[src/tcas_pkg.sv]
package tcas_pkg;

	// Command word layout, shared by the command and extended packets.
	localparam int PKT_BITS = 32;
	localparam int ID_ASSIGN_BIT = 31;
	localparam int EXT_BIT = 30;
	localparam int CHAIN_SEL_BIT = 29;
	localparam int DEV_ID_LSB = 24;
	localparam int RW_BIT = 23;
	localparam int REG_ID_LSB = 16;
	localparam int DATA_LSB = 8;
	localparam int SAMPLE_LSB = 8;

	// Device identity values on the chain.
	localparam logic [4:0] NO_ID = 5'h00;
	localparam logic [4:0] HEAD_ID = 5'h01;
	localparam logic [4:0] MAX_ID = 5'h1e;
	localparam logic [4:0] BROADCAST_ID = 5'h1f;

	// Device registers reached by frame commands.
	localparam logic [6:0] REG_AVAIL = 7'h13;
	localparam int AVAIL_BIT = 4;
	localparam logic [6:0] REG_DEVID = 7'h17;

	// Frame timing in bit-clock periods, and the number of qualifying frames.
	localparam logic [1:0] LEAD_PULSE_BITS = 2'h2;
	localparam logic [1:0] QUAL_FRAMES = 2'h2;
	localparam logic [4:0] RD_DECIDE_BIT = 5'h0e;
	localparam logic [4:0] RD_ADDR_BIT = 5'h0f;
	localparam logic [4:0] RD_LAST_BIT = 5'h17;
	localparam logic [4:0] PKT_LAST_BIT = 5'h1f;

	// Synchroniser lanes.
	localparam int SY_BCK = 0;
	localparam int SY_FRM = 1;
	localparam int SY_DIN = 2;
	localparam int SY_CHN = 3;

	// Bus register byte addresses and fields.
	localparam logic [7:0] A_CTRL = 8'h00;
	localparam logic [7:0] A_STATUS = 8'h04;
	localparam logic [7:0] A_AUDIO_L = 8'h08;
	localparam logic [7:0] A_AUDIO_R = 8'h0c;
	localparam logic [7:0] A_WR_COUNT = 8'h10;
	localparam logic [1:0] RESP_OKAY = 2'h0;
	localparam logic [1:0] RESP_SLVERR = 2'h2;

	typedef enum logic [2:0] {PH_IDLE, PH_CMD, PH_EXT, PH_AUDIO, PH_IDASSIGN} tcas_phase_t;

	typedef enum logic [1:0] {SL_NONE, SL_LEFT, SL_RIGHT} tcas_slot_t;

	typedef struct packed {
		logic [3:0] sync_m;
		logic [3:0] sync_s;
		logic bck_p;
		logic frm_prev;
		logic [1:0] hi_cnt;
		logic [1:0] qual;
		tcas_phase_t phase;
		logic [4:0] pkt_bit;
		logic [31:0] shift;
		tcas_slot_t slot;
		logic aud_done;
		logic [4:0] id_cnt;
		logic [4:0] dev_id;
		logic id_valid;
		logic avail;
		logic rd_active;
		logic [6:0] rd_addr;
		logic wr_en;
		logic [6:0] wr_addr;
		logic [7:0] wr_data;
		logic chain_out;
		logic rb_data;
		logic rb_oe_n;
		logic [23:0] audio_l;
		logic [23:0] audio_r;
		logic [15:0] wr_count;
		logic ctrl_en;
		logic aw_hold;
		logic w_hold;
		logic [7:0] aw_addr;
		logic [31:0] w_data;
		logic w_lane0;
		logic awready;
		logic wready;
		logic bvalid;
		logic [1:0] bresp;
		logic arready;
		logic rvalid;
		logic [31:0] rdata;
		logic [1:0] rresp;
	} tcas_state_t;

	localparam tcas_state_t TCAS_RST = '{phase: PH_IDLE, slot: SL_NONE, ctrl_en: 1'b1,
		rb_oe_n: 1'b1, awready: 1'b1, wready: 1'b1, arready: 1'b1, default: '0};

endpackage

[src/tcas_regmem.sv]
`timescale 1ns/1ps
`default_nettype none
module tcas_regmem #(
	parameter int ADDR_W = 7,
	parameter int DATA_W = 8
) (
	input wire logic clk_in,
	input wire logic wr_en_in,
	input wire logic [ADDR_W-1:0] wr_addr_in,
	input wire logic [DATA_W-1:0] wr_data_in,
	input wire logic [ADDR_W-1:0] rd_addr_in,
	output logic [DATA_W-1:0] rd_data_out
);

	logic [DATA_W-1:0] mem [0:(1<<ADDR_W)-1];

	if (ADDR_W < 1 || DATA_W < 1) begin : g_bad_size
		$error("Register memory needs nonzero widths.");
	end

	// Registered read keeps the readback path off the memory decode.
	always_ff @(posedge clk_in) begin
		if (wr_en_in) begin
			mem[wr_addr_in] <= wr_data_in;
		end
		rd_data_out <= mem[rd_addr_in];
	end

endmodule
`default_nettype wire

[src/tcas_slave.sv]
// Implementation choices: the AXI4-Lite interface to the registers and the address map.
`timescale 1ns/1ps
`default_nettype none
module tcas_slave
	import tcas_pkg::*;
(
	input wire logic CLK_SYS_IN,
	input wire logic RESET_IN,
	input wire logic FRAME_START_PIN_IN,
	input wire logic BIT_CLOCK_PIN_IN,
	input wire logic SERIAL_IN_PIN_IN,
	input wire logic CHAIN_IN_PIN_IN,
	output logic READBACK_PIN_OUT,
	output logic READBACK_PIN_OE_N_OUT,
	output logic CHAIN_OUT_PIN_OUT,
	input wire logic [7:0] S_AXI_AWADDR_IN,
	input wire logic S_AXI_AWVALID_IN,
	output logic S_AXI_AWREADY_OUT,
	input wire logic [31:0] S_AXI_WDATA_IN,
	input wire logic [3:0] S_AXI_WSTRB_IN,
	input wire logic S_AXI_WVALID_IN,
	output logic S_AXI_WREADY_OUT,
	output logic [1:0] S_AXI_BRESP_OUT,
	output logic S_AXI_BVALID_OUT,
	input wire logic S_AXI_BREADY_IN,
	input wire logic [7:0] S_AXI_ARADDR_IN,
	input wire logic S_AXI_ARVALID_IN,
	output logic S_AXI_ARREADY_OUT,
	output logic [31:0] S_AXI_RDATA_OUT,
	output logic [1:0] S_AXI_RRESP_OUT,
	output logic S_AXI_RVALID_OUT,
	input wire logic S_AXI_RREADY_IN
);

	tcas_state_t s;
	tcas_state_t n;
	logic [7:0] mem_q;
	logic [7:0] rd_byte;
	logic [31:0] word;
	logic bck_rise;
	logic bck_fall;
	logic frm;
	logic din;
	logic chin;

	// Matches a header against this device; bits below the direction bit may be absent.
	function automatic logic tcas_match(input logic [31:0] w, input logic [4:0] id,
		input logic idv);
		logic [4:0] dst;
		dst = w[DEV_ID_LSB +: 5];
		tcas_match = !w[CHAIN_SEL_BIT] &&
			((idv && dst == id && dst != NO_ID) || (dst == BROADCAST_ID && !w[RW_BIT]));
	endfunction

	tcas_regmem #(
		.ADDR_W(7),
		.DATA_W(8)
	) u_regs (
		.clk_in(CLK_SYS_IN),
		.wr_en_in(s.wr_en),
		.wr_addr_in(s.wr_addr),
		.wr_data_in(s.wr_data),
		.rd_addr_in(s.rd_addr),
		.rd_data_out(mem_q)
	);

	// Edges are found on the second synchroniser stage only.
	assign bck_rise = s.sync_s[SY_BCK] && !s.bck_p;
	assign bck_fall = !s.sync_s[SY_BCK] && s.bck_p;
	assign frm = s.sync_s[SY_FRM];
	assign din = s.sync_s[SY_DIN];
	assign chin = s.sync_s[SY_CHN];
	assign word = {s.shift[30:0], din};
	assign rd_byte = (s.rd_addr == REG_DEVID) ? {3'h0, s.dev_id} : mem_q;

	// All next-state logic: link sampling, frame decode and the bus slave.
	always_comb begin
		n = s;
		n.wr_en = 1'b0;
		n.sync_m = {CHAIN_IN_PIN_IN, SERIAL_IN_PIN_IN, FRAME_START_PIN_IN, BIT_CLOCK_PIN_IN};
		n.sync_s = s.sync_m;
		n.bck_p = s.sync_s[SY_BCK];
		if (bck_rise) begin
			n.frm_prev = frm;
			n.shift = word;
			n.pkt_bit = s.pkt_bit + 5'h01;
			if (frm && !s.frm_prev) begin
				// A frame only carries commands once two pulses have qualified.
				n.hi_cnt = 2'h1;
				n.pkt_bit = 5'h01;
				n.shift = {31'h0, din};
				n.slot = SL_NONE;
				n.aud_done = 1'b0;
				n.rd_active = 1'b0;
				n.chain_out = 1'b0;
				n.phase = (s.qual >= QUAL_FRAMES) ? PH_CMD : PH_IDLE;
			end else begin
				if (frm) begin
					n.hi_cnt = (s.hi_cnt == 2'h3) ? s.hi_cnt : s.hi_cnt + 2'h1;
				end else if (s.frm_prev) begin
					// The pulse has ended; a square wave gives a long count and drops the mode.
					if (s.hi_cnt == LEAD_PULSE_BITS && s.ctrl_en) begin
						n.qual = (s.qual == QUAL_FRAMES) ? s.qual : s.qual + 2'h1;
					end else begin
						n.qual = 2'h0;
						n.phase = PH_IDLE;
						n.rd_active = 1'b0;
					end
				end
				// Read is decided once device, chain and direction bits are in.
				if (s.pkt_bit == RD_DECIDE_BIT) begin
					n.rd_active = ((s.phase == PH_CMD && !word[14]) || s.phase == PH_EXT) &&
						tcas_match({word[14:0], 17'h0}, s.dev_id, s.id_valid) &&
						word[RW_BIT - 17];
				end
				if (s.pkt_bit == RD_ADDR_BIT) begin
					n.rd_addr = word[6:0];
				end
				if (s.pkt_bit == RD_LAST_BIT) begin
					n.rd_active = 1'b0;
				end
				// Each bit before the chain input rises adds one to the position.
				if (s.phase == PH_IDASSIGN) begin
					if (chin) begin
						n.dev_id = (s.id_cnt >= MAX_ID - HEAD_ID) ? MAX_ID :
							s.id_cnt + HEAD_ID;
						n.id_valid = 1'b1;
						n.chain_out = 1'b1;
						n.phase = PH_IDLE;
					end else begin
						n.id_cnt = (s.id_cnt == MAX_ID) ? s.id_cnt : s.id_cnt + 5'h01;
					end
				end
				// Skipped device passes chain ownership straight through.
				if (s.phase == PH_AUDIO && s.avail) begin
					n.chain_out = chin;
				end
				if (s.pkt_bit == PKT_LAST_BIT) begin
					unique case (s.phase)
						PH_CMD: begin
							if (word[ID_ASSIGN_BIT]) begin
								n.phase = PH_IDASSIGN;
								n.id_cnt = 5'h00;
								n.id_valid = 1'b0;
							end else begin
								n.phase = word[EXT_BIT] ? PH_EXT : PH_AUDIO;
							end
						end
						PH_EXT: begin
							n.phase = word[EXT_BIT] ? PH_EXT : PH_IDLE;
						end
						PH_AUDIO: begin
							if (s.slot == SL_LEFT) begin
								n.audio_l = word[SAMPLE_LSB +: 24];
								n.slot = SL_RIGHT;
								n.chain_out = 1'b1;
							end else if (s.slot == SL_RIGHT) begin
								n.audio_r = word[SAMPLE_LSB +: 24];
								n.slot = SL_NONE;
								n.aud_done = 1'b1;
								n.chain_out = 1'b0;
							end
						end
						PH_IDLE, PH_IDASSIGN: begin
						end
					endcase
					// A matching write lands when its packet is complete.
					if ((s.phase == PH_CMD && !word[ID_ASSIGN_BIT]) || s.phase == PH_EXT) begin
						if (tcas_match(word, s.dev_id, s.id_valid) && !word[RW_BIT]) begin
							n.wr_count = s.wr_count + 16'h0001;
							if (word[REG_ID_LSB +: 7] != REG_DEVID) begin
								n.wr_en = 1'b1;
								n.wr_addr = word[REG_ID_LSB +: 7];
								n.wr_data = word[DATA_LSB +: 8];
							end
							if (word[REG_ID_LSB +: 7] == REG_AVAIL) begin
								n.avail = word[DATA_LSB + AVAIL_BIT];
							end
						end
					end
					// The next packet is ours when the chain input is high at the last bit of the packet before it.
					if ((s.phase == PH_CMD && !word[ID_ASSIGN_BIT] && !word[EXT_BIT]) ||
						(s.phase == PH_AUDIO && s.slot == SL_NONE)) begin
						if (chin && !s.aud_done && !s.avail) begin
							n.slot = SL_LEFT;
						end
					end
				end
			end
		end
		// The pin is driven on falling edges, one period ahead of the data byte.
		if (bck_fall) begin
			n.rb_oe_n = !s.rd_active;
			n.rb_data = (s.rd_active && s.pkt_bit != RD_ADDR_BIT) ?
				rd_byte[~s.pkt_bit[2:0]] : 1'b0;
		end
		// Bus write channel: address and data are taken in either order.
		if (S_AXI_AWVALID_IN && s.awready) begin
			n.aw_hold = 1'b1;
			n.aw_addr = S_AXI_AWADDR_IN;
		end
		if (S_AXI_WVALID_IN && s.wready) begin
			n.w_hold = 1'b1;
			n.w_data = S_AXI_WDATA_IN;
			n.w_lane0 = S_AXI_WSTRB_IN[0];
		end
		if (s.bvalid && S_AXI_BREADY_IN) begin
			n.bvalid = 1'b0;
		end
		if (n.aw_hold && n.w_hold && !n.bvalid) begin
			n.aw_hold = 1'b0;
			n.w_hold = 1'b0;
			n.bvalid = 1'b1;
			n.bresp = RESP_OKAY;
			unique case (n.aw_addr)
				A_CTRL: begin
					if (n.w_lane0) begin
						n.ctrl_en = n.w_data[0];
					end
				end
				A_STATUS, A_AUDIO_L, A_AUDIO_R, A_WR_COUNT: begin
				end
				default: begin
					n.bresp = RESP_SLVERR;
				end
			endcase
		end
		n.awready = !n.aw_hold && !n.bvalid;
		n.wready = !n.w_hold && !n.bvalid;
		// Bus read channel: one outstanding read, answered the next cycle.
		if (s.rvalid && S_AXI_RREADY_IN) begin
			n.rvalid = 1'b0;
		end
		if (S_AXI_ARVALID_IN && s.arready) begin
			n.rvalid = 1'b1;
			n.rresp = RESP_OKAY;
			unique case (S_AXI_ARADDR_IN)
				A_CTRL: n.rdata = {31'h0, s.ctrl_en};
				A_STATUS: n.rdata = {15'h0, s.avail, 3'h0, s.dev_id, 6'h0, s.id_valid,
					s.qual >= QUAL_FRAMES};
				A_AUDIO_L: n.rdata = {8'h00, s.audio_l};
				A_AUDIO_R: n.rdata = {8'h00, s.audio_r};
				A_WR_COUNT: n.rdata = {16'h0000, s.wr_count};
				default: begin
					n.rdata = 32'h0000_0000;
					n.rresp = RESP_SLVERR;
				end
			endcase
		end
		n.arready = !n.rvalid;
	end

	// One register stage for the whole state.
	always_ff @(posedge CLK_SYS_IN) begin
		if (RESET_IN) begin
			s <= TCAS_RST;
		end else begin
			s <= n;
		end
	end

	assign READBACK_PIN_OUT = s.rb_data;
	assign READBACK_PIN_OE_N_OUT = s.rb_oe_n;
	assign CHAIN_OUT_PIN_OUT = s.chain_out;
	assign S_AXI_AWREADY_OUT = s.awready;
	assign S_AXI_WREADY_OUT = s.wready;
	assign S_AXI_BVALID_OUT = s.bvalid;
	assign S_AXI_BRESP_OUT = s.bresp;
	assign S_AXI_ARREADY_OUT = s.arready;
	assign S_AXI_RVALID_OUT = s.rvalid;
	assign S_AXI_RDATA_OUT = s.rdata;
	assign S_AXI_RRESP_OUT = s.rresp;
endmodule
`default_nettype wire

[config.mk]
export PLATFORM = sky130hd
export DESIGN_NAME = tcas_slave
export DESIGN_NICKNAME = d
export VERILOG_FILES = /design/src/tcas_pkg.sv /design/src/tcas_regmem.sv /design/src/tcas_slave.sv
export SDC_FILE = /design/constraint.sdc
export NUM_CORES = 1
export LEC_CHECK = 0
export BUFFER_PORTS_ARGS = -buffer_cell sky130_fd_sc_hd__clkbuf_2
export CAP_MARGIN = 20
export CORE_MARGIN = 3
export CORE_UTILIZATION = 40
export CTS_CLUSTER_DIAMETER = 80
export CTS_CLUSTER_SIZE = 30
export DETAILED_ROUTE_END_ITERATION = 12
export PLACE_DENSITY = 0.59
export SYNTH_ARGS = -nofsm -noshare
export SYNTH_HDL_FRONTEND = slang
export SYNTH_HIERARCHICAL = 1
export SYNTH_SLANG_ARGS = --single-unit
[constraint.sdc]
create_clock -name CLK_SYS_IN -period 3.6 [get_ports CLK_SYS_IN]
set_input_delay 0.36 -clock CLK_SYS_IN [delete_from_list [all_inputs] [get_ports CLK_SYS_IN]]
set_output_delay 0.36 -clock CLK_SYS_IN [all_outputs]
set_load 0.01 [all_outputs]
==> results of run 1 <==
## per-layer routing
metal	vias up	routed length, microns	GRT usage
met2	837	54770	0.2920
met5	-	0	0
met3	124	7021	0.02573
li1	10950	-	-
met1	13160	46080	0.2412
met4	0	2582	0.04418
## flip-flops by register name, summed over array words and instances, names as in the netlist
register and flops:
S_AXI_BRESP_OUT 1, frm 1, din 1, S_AXI_BVALID_OUT 1
u_regs/rd_data_out 8, u_regs/mem 1024, CHAIN_OUT_PIN_OUT 1, s 161
READBACK_PIN_OE_N_OUT 1, S_AXI_RRESP_OUT 1, READBACK_PIN_OUT 1, n 5
S_AXI_ARREADY_OUT 1, chin 1, S_AXI_AWREADY_OUT 1, S_AXI_RVALID_OUT 1
S_AXI_WREADY_OUT 1, S_AXI_RDATA_OUT 24
## layout make-up
| class | instances | area share |
|---|---|---|
| multi-input cells | 1276 | 0.2407 |
| well taps | 1612 | 0.03774 |
| repair buffers | 216 | 0.03271 |
| inverters | 17 | 0.001194 |
| flip-flops and latches | 1235 | 0.6552 |
| diodes | 1 | 0.00004683 |
| clock buffers | 57 | 0.02529 |
| clock inverters | 29 | 0.007117 |
## synth_stat cells (3+ instances only)
master | n | area (sq um)
nand3_1 | 37 | 185.2
o21ai_0 | 36 | 180.2
dfxtp_1 | 211 | 4224
xor2_1 | 9 | 78.83
mux2_2 | 17 | 191.4
a21o_1 | 3 | 22.52
nand2_1 | 187 | 701.9
o31ai_1 | 18 | 135.1
nor2_1 | 209 | 784.5
nor2b_1 | 39 | 244.0
o211ai_1 | 3 | 22.52
a222oi_1 | 9 | 90.09
a22oi_1 | 46 | 345.3
or4_1 | 6 | 45.04
edfxtp_1 | 1024 | 30750
a221oi_1 | 10 | 87.58
a211oi_1 | 8 | 60.06
and4_1 | 5 | 43.79
or4b_2 | 3 | 30.03
mux2i_1 | 4 | 40.04
or3_1 | 6 | 37.54
nand2b_1 | 12 | 75.07
buf_1 | 21 | 78.83
mux4_2 | 338 | 7612
a21oi_1 | 109 | 545.5
nor4_1 | 13 | 81.33
nor4_2 | 7 | 87.58
a31o_2 | 3 | 26.28
ha_1 | 11 | 137.6
and3_1 | 7 | 43.79
nor3_1 | 26 | 130.1
buf_4 | 47 | 352.8
clkbuf_1 | 106 | 397.9
nand3b_1 | 6 | 45.04
buf_2 | 27 | 135.1
nand4_1 | 33 | 206.5
mux2_1 | 7 | 78.83
inv_1 | 16 | 60.06
## per-stage QoR
step	hold slack [ns]	setup slack, ns
floorplan	0.4138	0.7467
global placement	0.4416	0.4901
detailed placement	0.4431	0.4813
CTS	0.01044	0.4383
global route	0.09555	0.3009
finish	0.06316	0.4679
## worst max-delay path, cell delays in order, from the launching register on
cell and delay [ns]:
dfxtp_4 0.53, buf_12 0.18, buf_4 0.34, mux4_2 0.58
mux4_2 0.55, mux4_2 0.52, mux2_2 0.28
## power groups by stage
stage	logic (W)	clock network (W)	registers, W
after floorplan	0.000152	0	0.0156
after global placement	0.000210	0	0.0156
after detailed placement	0.000217	0	0.0156
after CTS	0.000233	0.00782	0.0153
after global routing	0.000259	0.00827	0.0153
final	0.000232	0.00757	0.0153
## cells by family after synthesis
logic type,share of synthesized area
AO/OA/AOI/OAI,0.03470
XOR/XNOR,0.001975
adder cells (fa/ha/maj),0.002821
buffers and inverters,0.02154
flip-flops,0.7168
multiplexers,0.1624
other,0.00007686
AND/OR/NAND/NOR,0.05972
## worst max path at each step
stage / to / from / cells past startpoint / slack [ns]
final: u_regs/rd_data_out[1] / s[168] / 6 / 0.47
after global routing: s[95] / s[223] / 9 / 0.30
after CTS: u_regs/rd_data_out[1] / s[168] / 6 / 0.44
after detailed placement: u_regs/rd_data_out[1] / s[168] / 6 / 0.48
after global placement: u_regs/rd_data_out[1] / s[168] / 6 / 0.49
after floorplan: u_regs/rd_data_out[0] / s[168] / 6 / 0.75
==> qor.yml, run 1 <==
switchingPower_w: 0.004599
gp_congestion: 0.8381
grtUsageTotal: 0.1746
grt.overflow.total: 0
rsz0062_at_grt: "false"
crit_fanout: 18
max_freq_mhz: 319.3
ys_types: 69
layout_min_cycle_time_ns: 3.132
ys_ff_latch: 1235
dr.pass1.iters: 9
area_delta_synth_final_pct: 9.529
finalWirelength_microns: 110500
multi_input_area_sq_um: 12860
insertion_delay_ns: 0.69
cts_hold_buf: 17
finClkSkew_ns: 0.04536
slew_viol_final: 0
relSlewSlack: 0.2973
fin_tns_setup_ns: 0
fin_area_sq_um: 53440
maxCapViolCount: 0
hpwl_microns: 71750
rr_worst_depth: 6
power.density_nw_per_um2: 431.7
die_w_microns: 355.3
worstHoldEndpoint: "s[41]"
layout_commonest_cell: "edfxtp_1"
core-area_sq_um: 120400
cts_max_level: 2
cts_inserted_buffers: 53
critPathLaunchType: "flop"
holdPathStages: 4
crit_type: "flop to flop"
clk_pin_slew_ns: 0.11
ys_async_sr_fraction: 0
p_leak_nw: 16.10
crit_required_ns: 4.17
hold_start: "S_AXI_WVALID_IN"
drc: 0
postCtsResizedCells: 0
peakVddDrop_mv: 0.3857
tightest_slew_ns: 1.052
nets: 2873
vias: 25070
rrSetupSlack_ns: 0.47
status: "finished, final reports clean"
pwr-share-clk: 0.328
wl_per_cell_microns: 24.86
hp-class: "input port to flop"
start_util: 0.4051
syn_area_sq_um: 48790
cts_tree: "built"
final-seq-area_sq_um: 35020
cts_setup_buffers: 0
vias_per_cell: 5.643
clockBufferDepth: 3
fillers: 10350
drive_gt1_frac: 0.2385
crit_arrival_ns: 3.71
root_buffer: "clkbuf_16"
cp-end-kind: "flop"
avgSynthCellArea_sq_um: 17.92
ys_warn_count: 6
dp.cells: 4338
grt_pass1_vias: 25450
postLayoutCoreUtil: 0.4437
ant_nets: 0
finalNonFillerCells: 4443
antenna_found_initial: 3
dpl_cell_area_sq_um: 51510
min_period_over_period: 0.8700
seqPwrFrac: 0.662
io_buffer_count: 62
syn_inst: 2722
synth_edf_count: 1024
drt-initial-drc-count: 2859
grt_pass1_wl_microns: 165600
reg2reg_from: "s[168]"
dieArea_sq_um: 126200
numClockSinks: 1235
combPwrFrac: 0.010
die_y_microns: 355.3
setup_viol: 0
ys.flop_type: "edfxtp_1"
total_power_w: 0.02307
final_cell_mix: "edfxtp_1 (1,024), mux4_2 (338), nor2_1 (208)"
pin_count: 107
switching_share: 0.1993
ys_seq_area_frac: 0.7168
grt_max_degree: 129
rows: 127
hold_viol_final: 0
p_int_w: 0.01847
r2r_end: "u_regs/rd_data_out[1]"
Note: power is estimated with default switching activity, not from simulation.
==> run 2, diff against run 1 <==
Settings changed: RECOVER_POWER set to 100.
==> run 2 against run 1 <==
Net effect:
- the flow now finishes with violations (capacitance limit, slew limit)
- register-to-register slack got worse by 0.19 ns
- flip-flop and latch count did not move
- cell count did not move
- fmax fell by 5.7%
- die area did not move
- first-iteration DRC count fell by 0.52%
- clock skew rose by 0.0052 ns
- sequential power barely moved
- non-clock buffer count did not move
- routed wire length rose by 0.12%
==> qor.yml, run 2 (synthesis gave the netlist of run 1 again) <==
setup_viol: 0  # unchanged
relSlewSlack: -0.8278  # -1.125
grt_pass1_vias: 25450  # unchanged
slowest_delay_ns: 0.64  # +0.06 ns
start_util: 0.4051  # unchanged
hp-class: "input port to flop"
finClkSkew_ns: 0.05057  # +0.005206 ns
ant_nets: 0  # unchanged
finalWirelength_microns: 110600  # +0.12%
grt_max_degree: 129  # unchanged
layout_min_cycle_time_ns: 3.322  # +0.1903 ns
antenna_found_initial: 3  # unchanged
dieArea_sq_um: 126200  # unchanged
nets: 2873  # unchanged
gp_congestion: 0.8381  # unchanged
clk_pin_slew_ns: 0.11  # about the same
crit_required_ns: 4.18  # about the same
numClockSinks: 1235  # unchanged
multi_input_area_sq_um: 12800  # -0.49%
p_leak_nw: 15.65  # -2.8%
critPathLaunchType: "flop"
peakVddDrop_mv: 0.3851  # -0.15%
layout_commonest_cell: "edfxtp_1"
vias_per_cell: 5.645  # about the same
crit_fanout: 18  # unchanged
clockBufferDepth: 3  # unchanged
drt-initial-drc-count: 2844  # -0.52%
cts_max_level: 2  # unchanged
min_period_over_period: 0.9229  # +0.05287
pin_count: 107  # unchanged
use_met2: 0.2920  # unchanged
rsz0062_at_grt: "false"
insertion_delay_ns: 0.70  # about the same
final-seq-area_sq_um: 34980  # about the same
postCtsResizedCells: 0  # unchanged
die_y_microns: 355.3  # unchanged
largest_reg_flops: 1024  # unchanged
drive_gt1_frac: 0.1940  # -0.04452
area_delta_synth_final_pct: 8.552
max_freq_mhz: 301.0  # -5.7%
gr-max-usage-layer: "met2"
dr.pass1.iters: 8  # -1
rows: 127  # unchanged
violations: "capacitance limit, slew limit"
cp_cell_sequence: "buf_12, clkbuf_4, mux4_2, mux4_2, mux4_2, mux2_2"
worst_path_max_delay_cell: "dfxtp_2"
use_met1: 0.2412  # unchanged
cts_setup_buffers: 0  # unchanged
core-area_sq_um: 120400  # unchanged
grt_pass1_wl_microns: 165600  # unchanged
drc: 0  # unchanged
grt.overflow.total: 0  # unchanged
maxCapViolCount: 8  # +8
wl_per_cell_microns: 24.89  # +0.12%
tightest_slew_ns: 2.742  # +1.690 ns
hold_viol_final: 0  # unchanged
hpwl_microns: 71750  # unchanged
whs_ns: 0.06361  # +0.0004449 ns
power.density_nw_per_um2: 435.7  # +0.92%
root_buffer: "clkbuf_16"
largest-register: "u_regs/mem"
io_buffer_count: 62  # unchanged
vias: 25080  # +0.036%
gr-usage-met3: 0.02573  # unchanged
cpMostUsedCell: "mux4_2"
fillers: 10470  # +1.1%
die_w_microns: 355.3  # unchanged
fin_tns_setup_ns: 0  # unchanged
final_cell_mix: "edfxtp_1 (1,024), mux4_2 (338), nor2_1 (209)"
crit_arrival_ns: 3.90  # +0.19 ns
cts_inserted_buffers: 53  # unchanged
slew_viol_final: 582  # +582
crit_type: "flop to flop"
cp-end-kind: "flop"
cts_tree: "built"
status: "finished, violations left"
grtUsageTotal: 0.1746  # unchanged
[run 2: final timing paths]
kind | startpoint | end | slack, ns | depth (start not counted)
worst max-delay path | s[168] | u_regs/rd_data_out[1] | 0.28 | 6
worst min-delay path | S_AXI_WVALID_IN | s[41] | 0.06 | 4
worst min register to register | n[240] | chin | 0.45 | 1
worst max register to register | s[168] | u_regs/rd_data_out[1] | 0.28 | 6
[run 2: what timing repair did]
item                                    in CTS  in global routing
endpoints found under the setup margin       0                  0
hold buffers                                17                  0
endpoints found under the hold margin       18                  0
[run 2: cell type report]
class / instances / share of cell area
clock buffer: 57 / 0.02551
tap: 1612 / 0.03808
multi-input combinational: 1276 / 0.2417
clock inverter: 29 / 0.007182
antenna: 1 / 0.00004725
inverter: 17 / 0.001205
timing repair buffer: 216 / 0.02577
sequential: 1235 / 0.6605
[run 2: per-layer routing]
layer  wire length (microns)  vias up
li1                        -    10940
met1                   46260    13180
met2                   54880      839
met3                    6918      124
met4                    2532        0
met5                       0        -
[run 2: stage by stage]
step / instance area (sq um) / worst slack [ns] / power (W) / cells / utilization
floorplan: 48830 / 0.7467 / 0.01576 / 2731 / -
global placement: 51510 / 0.4901 / 0.01581 / 4338 / 0.4276
detailed placement: 51510 / 0.4813 / 0.01582 / 4338 / 0.4276
CTS: 53410 / 0.4383 / 0.02333 / 4441 / 0.4434
global route: 52960 / 0.1525 / 0.02381 / 4442 / 0.4397
finish: 52960 / 0.2775 / 0.02308 / 4443 / 0.4397
[run 2: report_power, final]
part / leakage, nW / internal [W] / switching, W / total [W]
clock: 0.848 / 0.00314 / 0.00443 / 0.00757
sequential: 11.2 / 0.0153 / 0.0000218 / 0.0153
combinational: 3.61 / 0.0000770 / 0.000149 / 0.000226
total: 15.7 / 0.0185 / 0.00460 / 0.0231
[run 2: critical path: cells and delay by family, from the launching register on]
family | cells | cell delay, ns
DFF | 1 | 0.64
buffers and inverters | 2 | 0.59
muxes | 4 | 1.95
